**config.mk**
```make
export PLATFORM = sky130hd
export DESIGN_NAME = trc_bank
export DESIGN_NICKNAME = d
export VERILOG_FILES = /design/src/design/trc_bank.v
export VERILOG_INCLUDE_DIRS = /design/src /design/src/design
export SDC_FILE = /design/constraint.sdc
export NUM_CORES = 1
export LEC_CHECK = 0
export BUFFER_PORTS_ARGS = -buffer_cell sky130_fd_sc_hd__buf_2
export CAP_MARGIN = 20
export CORE_MARGIN = 5
export CORE_UTILIZATION = 35
export DETAILED_ROUTE_END_ITERATION = 7
export PLACE_DENSITY = 0.57
export RECOVER_POWER = 50
export SYNTH_ARGS = -nofsm -noshare
export SYNTH_HDL_FRONTEND = slang
export SYNTH_SLANG_ARGS = --single-unit
```
**constraint.sdc**
```tcl
create_clock -name ref_clk -period 4.6 [get_ports ref_clk]
set_clock_uncertainty 0.2 [all_clocks]
set_input_delay 0.23 -clock ref_clk [delete_from_list [all_inputs] [get_ports ref_clk]]
set_output_delay 0.23 -clock ref_clk [all_outputs]
set_load 0.01 [all_outputs]
```
**src/design/trc_defs.vh**
```
/*
  constants of the template ram and receive configuration bank:
  register offsets, field positions, reset values and decode codes.
  assumes it is included once per compile unit by its bare name.
*/
// Overview of operation
// RQ1 - writing go bit runs one template access
// RQ2 - direction zero writes, one reads template ram
// RQ3 - two bit unit interval index, four intervals
// RQ4 - four bit tap index, sixteen samples each
// RQ5 - indirect write stores seven bit amplitude value
// RQ6 - indirect read returns stored amplitude to data
// RQ7 - power down bit switches receiver off
// RQ8 - polarity bit makes data outputs active low
// RQ9 - edge bit picks output clock edge, not slicer
// RQ10 - code 00 substitution decode, single rail nrz
// RQ11 - code 01 ami decode, single rail nrz
// RQ12 - code 10 retimed dual rail nrz output
// RQ13 - code 11 raw slicer rz dual rail
// RQ14 - equalizer bit enables equalizer and threshold
// RQ15 - threshold code steps levels by 2 db
// RQ16 - six bit pulse gain, resets to 100001
// RQ17 - address from interval and tap, 64 entries
`ifndef TRC_DEFS_VH
`define TRC_DEFS_VH
// register offsets within one channel
`define TRC_OFF_GAIN     8'h06
`define TRC_OFF_ACC      8'h07
`define TRC_OFF_AMP      8'h08
`define TRC_OFF_RCFG0    8'h09
`define TRC_OFF_RCFG1    8'h0a
// access control fields
`define TRC_ACC_GO       7
`define TRC_ACC_DIR      6
`define TRC_ACC_UI_HI    5
`define TRC_ACC_UI_LO    4
`define TRC_ACC_TAP_HI   3
`define TRC_ACC_TAP_LO   0
// receive config zero fields
`define TRC_RC0_PDN      4
`define TRC_RC0_FLIP     3
`define TRC_RC0_EDGE     2
`define TRC_RC0_DEC_HI   1
`define TRC_RC0_DEC_LO   0
// receive config one fields
`define TRC_RC1_EQ       6
`define TRC_RC1_THR_HI   4
`define TRC_RC1_THR_LO   0
// reset values
`define TRC_RST_GAIN     6'h21
`define TRC_RST_THR      5'h15
`define TRC_RST_ZERO8    8'h00
// decode choices
`define TRC_DEC_SUBST    2'h0
`define TRC_DEC_AMI      2'h1
`define TRC_DEC_DUAL     2'h2
`define TRC_DEC_SLICE    2'h3
// threshold: highest legal code and declare offset in db
`define TRC_THR_MAX      5'h0a
`define TRC_DECL_OFS_DB  6'h04
`endif

```
**src/design/trc_bank.v**
```verilog
/*
  one channel of the template ram access and receive configuration
  bank: host register port, 64 x 7 pulse template ram, receive
  decode and output stage with a two entry buffer, signal loss
  detection with programmable thresholds.
  assumes a synchronous host port on ref_clk and line rails that
  arrive asynchronously from the slicer.
*/
`include "trc_defs.vh"

module trc_bank
#(
  parameter [7:0] CHAN_BASE = 8'h00, // channel register base
  parameter       HALF_DIV  = 5      // ref cycles per half bit
)
(
  input  wire       ref_clk,
  input  wire       rstn,
  input  wire [7:0] host_addr,
  input  wire       host_wr,
  input  wire       host_rd,
  input  wire [7:0] host_wdata,
  output reg  [7:0] host_rdata,
  input  wire [5:0] tx_tpl_addr,
  output reg  [6:0] tx_tpl_sample,
  output reg  [5:0] pulse_gain_factor,
  input  wire       rx_pos_in,
  input  wire       rx_neg_in,
  input  wire [5:0] rx_atten_db,
  input  wire       rx_hold,
  output reg        rx_recovered_clock,
  output reg        rx_single_rail_out,
  output reg        rx_positive_rail_out,
  output reg        rx_negative_rail_out,
  output reg        rx_power_down,
  output reg        equalizer_engage,
  output reg  [4:0] no_signal_threshold,
  output reg        rx_signal_lost
);

  ////////////////////////////////////////////////////////////////////
  // register state
  reg  [7:0] acc_r;
  reg  [6:0] amplitude_value_r;
  reg  [4:0] rcfg0_r;
  reg        eq_r;
  reg  [4:0] thr_r;
  reg  [6:0] tpl_mem [0:63];
  wire [7:0] loc = host_addr - CHAN_BASE;
  wire [1:0] unit_interval_index = acc_r[`TRC_ACC_UI_HI:`TRC_ACC_UI_LO];
  wire [3:0] tap_index = acc_r[`TRC_ACC_TAP_HI:`TRC_ACC_TAP_LO];
  wire [5:0] tpl_idx = {unit_interval_index, tap_index}; // [RQ17] [RQ3] [RQ4]
  wire       flip = rcfg0_r[`TRC_RC0_FLIP];
  wire       pdn = rcfg0_r[`TRC_RC0_PDN];
  wire [1:0] rx_decode_choice = rcfg0_r[`TRC_RC0_DEC_HI:`TRC_RC0_DEC_LO];

  // host writes; the go bit self clears one cycle after it is set
  always @(posedge ref_clk or negedge rstn)
  begin
    if (!rstn)
    begin
      acc_r <= `TRC_RST_ZERO8;
      amplitude_value_r <= 7'h00;
      rcfg0_r <= 5'h00;
      eq_r <= 1'b0;
      thr_r <= `TRC_RST_THR;
      pulse_gain_factor <= `TRC_RST_GAIN; // [RQ16]
    end
    else
    begin
      if (acc_r[`TRC_ACC_GO])
      begin
        acc_r[`TRC_ACC_GO] <= 1'b0; // [RQ1]
        if (acc_r[`TRC_ACC_DIR])
          amplitude_value_r <= tpl_mem[tpl_idx]; // [RQ2] [RQ6]
      end
      if (host_wr)
      begin
        case (loc)
          `TRC_OFF_GAIN:  pulse_gain_factor <= host_wdata[5:0];
          `TRC_OFF_ACC:   acc_r <= host_wdata;
          `TRC_OFF_AMP:   amplitude_value_r <= host_wdata[6:0];
          `TRC_OFF_RCFG0: rcfg0_r <= host_wdata[4:0];
          `TRC_OFF_RCFG1:
          begin
            eq_r <= host_wdata[`TRC_RC1_EQ];
            thr_r <= host_wdata[`TRC_RC1_THR_HI:`TRC_RC1_THR_LO];
          end
          default: ;
        endcase
      end
    end
  end

  // template ram: written only by a go with direction zero
  integer k;
  always @(posedge ref_clk or negedge rstn)
  begin
    if (!rstn)
    begin
      for (k = 0; k < 64; k = k + 1)
        tpl_mem[k] <= 7'h00;
    end
    else if (acc_r[`TRC_ACC_GO] && !acc_r[`TRC_ACC_DIR])
      tpl_mem[tpl_idx] <= amplitude_value_r; // [RQ1] [RQ2] [RQ5]
  end

  // host read data and transmitter sample port, both registered
  always @(posedge ref_clk or negedge rstn)
  begin
    if (!rstn)
    begin
      host_rdata <= `TRC_RST_ZERO8;
      tx_tpl_sample <= 7'h00;
    end
    else
    begin
      tx_tpl_sample <= tpl_mem[tx_tpl_addr];
      if (host_rd)
      begin
        case (loc)
          `TRC_OFF_GAIN:  host_rdata <= {2'b00, pulse_gain_factor};
          `TRC_OFF_ACC:   host_rdata <= acc_r;
          `TRC_OFF_AMP:   host_rdata <= {1'b0, amplitude_value_r};
          `TRC_OFF_RCFG0: host_rdata <= {3'b000, rcfg0_r};
          `TRC_OFF_RCFG1: host_rdata <= {1'b0, eq_r, 1'b0, thr_r};
          default:        host_rdata <= `TRC_RST_ZERO8;
        endcase
      end
    end
  end

  ////////////////////////////////////////////////////////////////////
  // rail synchronisers: three stages, change taken when last two agree
  reg [2:0] pos_s;
  reg [2:0] neg_s;
  reg       pos_q;
  reg       neg_q;
  always @(posedge ref_clk or negedge rstn)
  begin
    if (!rstn)
    begin
      pos_s <= 3'b000;
      neg_s <= 3'b000;
      pos_q <= 1'b0;
      neg_q <= 1'b0;
    end
    else
    begin
      pos_s <= {pos_s[1:0], rx_pos_in};
      neg_s <= {neg_s[1:0], rx_neg_in};
      if (pos_s[1] == pos_s[2])
        pos_q <= pos_s[2];
      if (neg_s[1] == neg_s[2])
        neg_q <= neg_s[2];
    end
  end

  // bit clock divider: rise and fall enables of the recovered clock
  reg [7:0] div_r;
  wire      half_end = (div_r == HALF_DIV[7:0] - 8'h01);
  wire      rise_en = half_end && !rx_recovered_clock && !pdn;
  wire      fall_en = half_end && rx_recovered_clock && !pdn;
  always @(posedge ref_clk or negedge rstn)
  begin
    if (!rstn)
    begin
      div_r <= 8'h00;
      rx_recovered_clock <= 1'b0;
    end
    else if (pdn)
    begin
      div_r <= 8'h00; // [RQ7]
      rx_recovered_clock <= 1'b0;
    end
    else
    begin
      div_r <= half_end ? 8'h00 : div_r + 8'h01;
      if (half_end)
        rx_recovered_clock <= !rx_recovered_clock;
    end
  end

  // sampler at the bit centre; mark and substitution decode
  reg       last_pol_r;
  reg [1:0] smp_w;
  reg       smp_v;
  wire      mark = pos_q | neg_q;
  wire      viol = mark && (pos_q == last_pol_r) && (pos_q != neg_q);
  always @*
  begin
    smp_v = fall_en;
    case (rx_decode_choice)
      `TRC_DEC_SUBST: smp_w = {mark & !viol, 1'b0}; // [RQ10]
      `TRC_DEC_AMI:   smp_w = {mark, 1'b0}; // [RQ11]
      `TRC_DEC_DUAL:  smp_w = {pos_q, neg_q}; // [RQ12]
      default:        smp_w = {pos_q, neg_q};
    endcase
  end

  // two entry buffer between sampler and output stage
  reg  [1:0] buf_d [0:1];
  reg  [1:0] buf_cnt;
  reg        buf_rp;
  reg        buf_wp;
  wire       buf_in_ready = (buf_cnt != 2'd2);
  wire       buf_out_valid = (buf_cnt != 2'd0);
  wire       edge_en = rcfg0_r[`TRC_RC0_EDGE] ? fall_en : rise_en; // [RQ9]
  // pop on whichever recovered clock edge the edge bit names
  wire       buf_out_ready = edge_en && !rx_hold;
  wire       push = smp_v && buf_in_ready;
  wire       pop = buf_out_ready && buf_out_valid;
  always @(posedge ref_clk or negedge rstn)
  begin
    if (!rstn)
    begin
      buf_cnt <= 2'd0;
      buf_rp <= 1'b0;
      buf_wp <= 1'b0;
      buf_d[0] <= 2'b00;
      buf_d[1] <= 2'b00;
      last_pol_r <= 1'b0;
    end
    else if (pdn)
    begin
      buf_cnt <= 2'd0; // [RQ7]
      buf_rp <= 1'b0;
      buf_wp <= 1'b0;
    end
    else
    begin
      if (push)
      begin
        buf_d[buf_wp] <= smp_w;
        buf_wp <= !buf_wp;
        if (mark && pos_q != neg_q)
          last_pol_r <= pos_q;
      end
      if (pop)
        buf_rp <= !buf_rp;
      buf_cnt <= buf_cnt + {1'b0, push} - {1'b0, pop};
    end
  end

  // output stage: buffered nrz words on the chosen edge, raw rz in
  // slicer mode, all data held at the inactive level while powered off
  wire [1:0] head = buf_d[buf_rp];
  always @(posedge ref_clk or negedge rstn)
  begin
    if (!rstn)
    begin
      rx_single_rail_out <= 1'b0;
      rx_positive_rail_out <= 1'b0;
      rx_negative_rail_out <= 1'b0;
      rx_power_down <= 1'b0;
    end
    else
    begin
      rx_power_down <= pdn; // [RQ7]
      if (pdn)
      begin
        rx_single_rail_out <= flip;
        rx_positive_rail_out <= flip;
        rx_negative_rail_out <= flip;
      end
      else if (rx_decode_choice == `TRC_DEC_SLICE)
      begin
        rx_single_rail_out <= flip;
        rx_positive_rail_out <= pos_q ^ flip; // [RQ13] [RQ8]
        rx_negative_rail_out <= neg_q ^ flip; // [RQ13] [RQ8]
      end
      else if (pop)
      begin
        rx_single_rail_out <= rx_decode_choice[1] ? flip
                                                  : head[1] ^ flip; // [RQ8]
        rx_positive_rail_out <= rx_decode_choice[1] ? head[1] ^ flip
                                                    : flip; // [RQ12]
        rx_negative_rail_out <= rx_decode_choice[1] ? head[0] ^ flip
                                                    : flip;
      end
    end
  end

  ////////////////////////////////////////////////////////////////////
  // signal loss: declare above 4 + 2c db of loss, clear at or below
  // 2c db, with c taken as zero while the equalizer bit is off; reserved codes act as the highest legal code
  wire [4:0] thr_eff = (thr_r > `TRC_THR_MAX) ? `TRC_THR_MAX : thr_r;
  wire [5:0] thr_eq = eq_r ? {thr_eff, 1'b0} : 6'h00; // [RQ14] [RQ15]
  wire [5:0] decl_db = thr_eq + `TRC_DECL_OFS_DB;
  always @(posedge ref_clk or negedge rstn)
  begin
    if (!rstn)
    begin
      rx_signal_lost <= 1'b0;
      equalizer_engage <= 1'b0;
      no_signal_threshold <= `TRC_RST_THR;
    end
    else
    begin
      equalizer_engage <= eq_r; // [RQ14]
      no_signal_threshold <= thr_r;
      if (pdn)
        rx_signal_lost <= 1'b0;
      else if (rx_atten_db > decl_db)
        rx_signal_lost <= 1'b1; // [RQ15]
      else if (rx_atten_db <= thr_eq)
        rx_signal_lost <= 1'b0; // [RQ15]
    end
  end

endmodule

```
==> impl_metrics.yaml <==
detailed_routing:
  drt-wirelength-per-cell_um: 26.8
  vias: 18100
  totalWireLength_mm: 83.8
  route.antenna.remaining_nets: 0
  average_vias_per_placed_instance: 5.79
  drt-initial-drc-count: 1291
  detail_route.first_pass.iterations: 5
  post_route_drc: 0
critical_path:
  reg2reg_to: "amplitude_value_r[1]$_DFF_PN0_"
  critical_path.cell_chain: "dlygate4sd3_1 -> buf_2 -> nor4_1 -> dlygate4sd3_1 -> nand2_1 -> dlygate4sd3_1 -> nor2_1 -> nand2_1 -> mux2_2 -> dlygate4sd3_1"
  worst_setup_path_end_kind: "flip-flop"
  worstReg2RegStart: "acc_r[1]$_DFFE_PN0P_"
  reg2regPathDepth: 6
  path_max_fanout: 10
  r2r_slack_ns: 0.89
  slowest_delay_ns: 0.59
  crit_required_ns: 4.92
  start_kind: "input pin"
  criticalPathCategory: "input pin to flip-flop"
  crit_slowest_cell: "dlygate4sd3_1"
  critPathArrivalTime_ns: 4.15
  path_common_cell: "dlygate4sd3_1"
power:
  vdd_drop_max_mv: 0.264
  power.density_nw_per_um2: 344
  leakagePower_uw: 0.0144
worst_hold_path:
  worst_hold_path_type: "flip-flop to flip-flop"
  holdPathEnd: "neg_s[1]$_DFF_PN0_"
  hold_path_depth: 0
  hold_start: "neg_s[0]$_DFF_PN0_"
clock_tree:
  ctsHoldBuffers: 32
  path_clk_slew_ns: 0.06
  post_cts_resized: 0
  cts_max_path_buffers: 3
  insertion_delay_ns: 0.65
  tritoncts_buffers: 59
  tritoncts_clock_tree: "built"
  postCtsSetupBuffers: 0
  cts.sinks: 532
  cts-htree-levels: 2
  clk_root_buffer_cell: "clkbuf_16"
placed_design:
  routabilityCongestion: 0.862
  post-place-cells: 2986
  placedInstanceArea_um2: 29600
  place_worst_setup_slack_ns: 1.01
  count_of_buffers_from_port_buffering: 67
  hpwl_mm: 56.3
sta:
  finalHoldViolCount: 0
  period_minus_slack_ns: 3.83
  final_setup_violating_endpoints: 0
  max_clock_freq_mhz: 261
  postLayoutSetupSlackWorst_ns: 0.770
  tightestPinTransition_ns: 2.52
  grt_setup_unrepaired: "no"
  setup_tns_ns: 0
  final-max-slew-violation-count: 81
  worst_slew_margin_rel: -0.677
  portion_of_the_clock_cycle_consumed_by_the_worst_path_in_the_final_layout: 0.833
final_layout:
  final_core_utilization: 0.400
  finish.instance_area_um2: 32000
  layout.cells.non_filler: 3130
  layout.nets: 2069
  layout-drive-gt1-share: 0.453
  area_added_between_synthesis_and_finish_pct: 13.8
synth:
  synthDistinctLibCells: 65
  postSynth.topFlopCell: "dfrtp_1"
  synth_area_um2: 28200
  average_instance_area_after_synthesis_um2: 14.4
  synth_seq_cells: 532
  ys_seq_area_frac: 0.473
  synthCells: 1961
  synth_async_sr_flop_share: 1.00
  post_synth_edffs: 0
  synthesis.yosys.warnings: 0
floorplanning:
  num_io_pins: 68
  initial_utilization: 0.351
  design.die.area_um2: 86200
  coreArea_um2: 80200
  rows: 104
  die_w_um: 294
  chipHeight_um: 294
run_status:
  failing_checks: "max-capacitance violations, max-slew violations"
  outcome: "finished with violations"
global_route:
  grt.total_usage: 0.193
  globalRouteOverflowTotal: 0
  grt_antenna_before_repair: 3
  first_global_vias: 19000
  first_pass_grt_wire_length_mm: 128
  grt_max_degree: 102
job:
  drv_cap: 1
flip-flops by register name, summed over array words and instances (netlist names), 2 cells and up:
register             cells
tpl_mem                448
buf_d                    4
no_signal_threshold      5
buf_cnt                  2
tx_tpl_sample            7
neg_s                    3
div_r                    8
pulse_gain_factor        6
acc_r                    8
thr_r                    5
pos_s                    3
host_rdata               8
rcfg0_r                  5
amplitude_value_r        7
worst max-delay path: cells and delay by family:
kind,cells,cell delay (ns)
and+or+nand+nor,4,1.20
muxes,1,0.35
buffers and inverters,5,2.36
per-layer routing:
metal,track usage,up-vias,share of wire
met5,0,-,0.00016
met3,0.0339,160,0.056
met2,0.309,544,0.47
met4,0.0629,2,0.037
li1,-,7638,-
met1,0.270,9792,0.44
through the flow:
step	power [uW]	hold slack (ns)
2_1_floorplan	5490	-0.266
3_3_place_gp	5850	0.123
3_5_place_dp	5880	0.128
4_1_cts	11200	0.0419
5_1_grt	11400	0.156
6_report	11000	0.148
synthesized netlist by cell type (4+ instances only):
library cell	n	area (um2)
a2111oi_0	14	123
a21oi_1	20	100
a221oi_1	22	193
a222oi_1	5	50.1
a22o_1	4	35.0
a22oi_1	45	338
a311oi_1	7	61.3
a31oi_1	7	43.8
and2_1	5	31.3
and3_1	5	31.3
buf_1	11	41.3
buf_2	37	185
buf_4	10	75.1
clkbuf_1	92	345
dfrtp_1	524	13100
dfstp_2	8	210
ha_1	15	188
inv_1	13	48.8
mux2_2	487	5480
mux2_4	7	105
mux2i_1	119	1190
mux4_1	4	105
mux4_2	187	4210
nand2_1	77	289
nand2_4	8	90.1
nand2b_1	4	25.0
nand3_1	18	90.1
nand3b_1	5	37.5
nor2_1	48	180
nor2_2	27	169
nor2b_1	20	125
nor3_1	4	20.0
nor3b_1	4	30.0
o211ai_1	9	67.6
o21a_1	6	45.0
o21ai_0	8	40.0
o22ai_1	18	113
xnor2_1	5	43.8
xor2_1	10	87.6
kinds of logic after synthesis:
| kind of cell | Yosys count | synth area share |
|---|---|---|
| AOI/OAI and AO/OA | 172 | 0.0450 |
| adders and majority gates | 17 | 0.00738 |
| DFF | 532 | 0.473 |
| muxes | 804 | 0.394 |
| other | 1 | 0.000133 |
| and+or+nand+nor | 250 | 0.0474 |
| buffers and inverters | 170 | 0.0282 |
| xor gates and xnor gates | 15 | 0.00467 |
worst max path at each step:
| stage | startpoint | end | slack [ns] | cells after the start |
|---|---|---|---|---|
| after global routing | rstn | tpl_mem[442]$_DFFE_PN0P_ | 0.55 | 3 |
| after global placement | acc_r[0]$_DFFE_PN0P_ | amplitude_value_r[1]$_DFF_PN0_ | 1.07 | 6 |
| after floorplan | div_r[5]$_DFF_PN0_ | buf_cnt[1]$_DFF_PN0_ | 1.90 | 10 |
| after detailed placement | acc_r[0]$_DFFE_PN0P_ | amplitude_value_r[1]$_DFF_PN0_ | 1.01 | 6 |
| after CTS | host_addr[5] | acc_r[5]$_DFFE_PN0P_ | 0.94 | 10 |
| final | host_addr[5] | acc_r[5]$_DFFE_PN0P_ | 0.77 | 10 |
cell usage in the layout (no fill, tap or decap), drive strengths merged, types with 4 or more instances in the layout:
cell type,instances
ha,15
nor3b,5
nand2b,4
a31oi,7
a22o,4
a311oi,7
o22ai,18
a221oi,22
and3,5
a21oi,20
nand3b,5
nor2b,20
nor2,75
o21ai,8
buf,84
a222oi,5
mux2,494
inv,18
or3b,4
o21a,6
dfrtp,524
a2111oi,14
nand2,87
mux4,191
dlygate4sd3,32
xor2,10
xnor2,5
and2,6
a22oi,45
nand3,18
dfstp,8
clkinv,13
bufinv,10
nor3,7
mux2i,119
clkbuf,119
o211ai,9
power by group:
group	switching (uW)	leakage [uW]	total (uW)	internal (uW)
clock	2030	0.00108	5230	3200
sequential	163	0.00729	4950	4790
combinational	520	0.00603	845	326
total	2720	0.0144	11000	8310
area by class of cell:
type	count	area, um2
inverters	14	52.6
flip-flops and latches	532	13300
multi-input cells	1260	14000
fillers	7486	48100
diodes	1	2.50
clock buffers	83	1740
repair buffers	152	1100
clock inverters	28	430
well taps	1060	1330
Note: power is estimated with default switching activity, not from simulation.
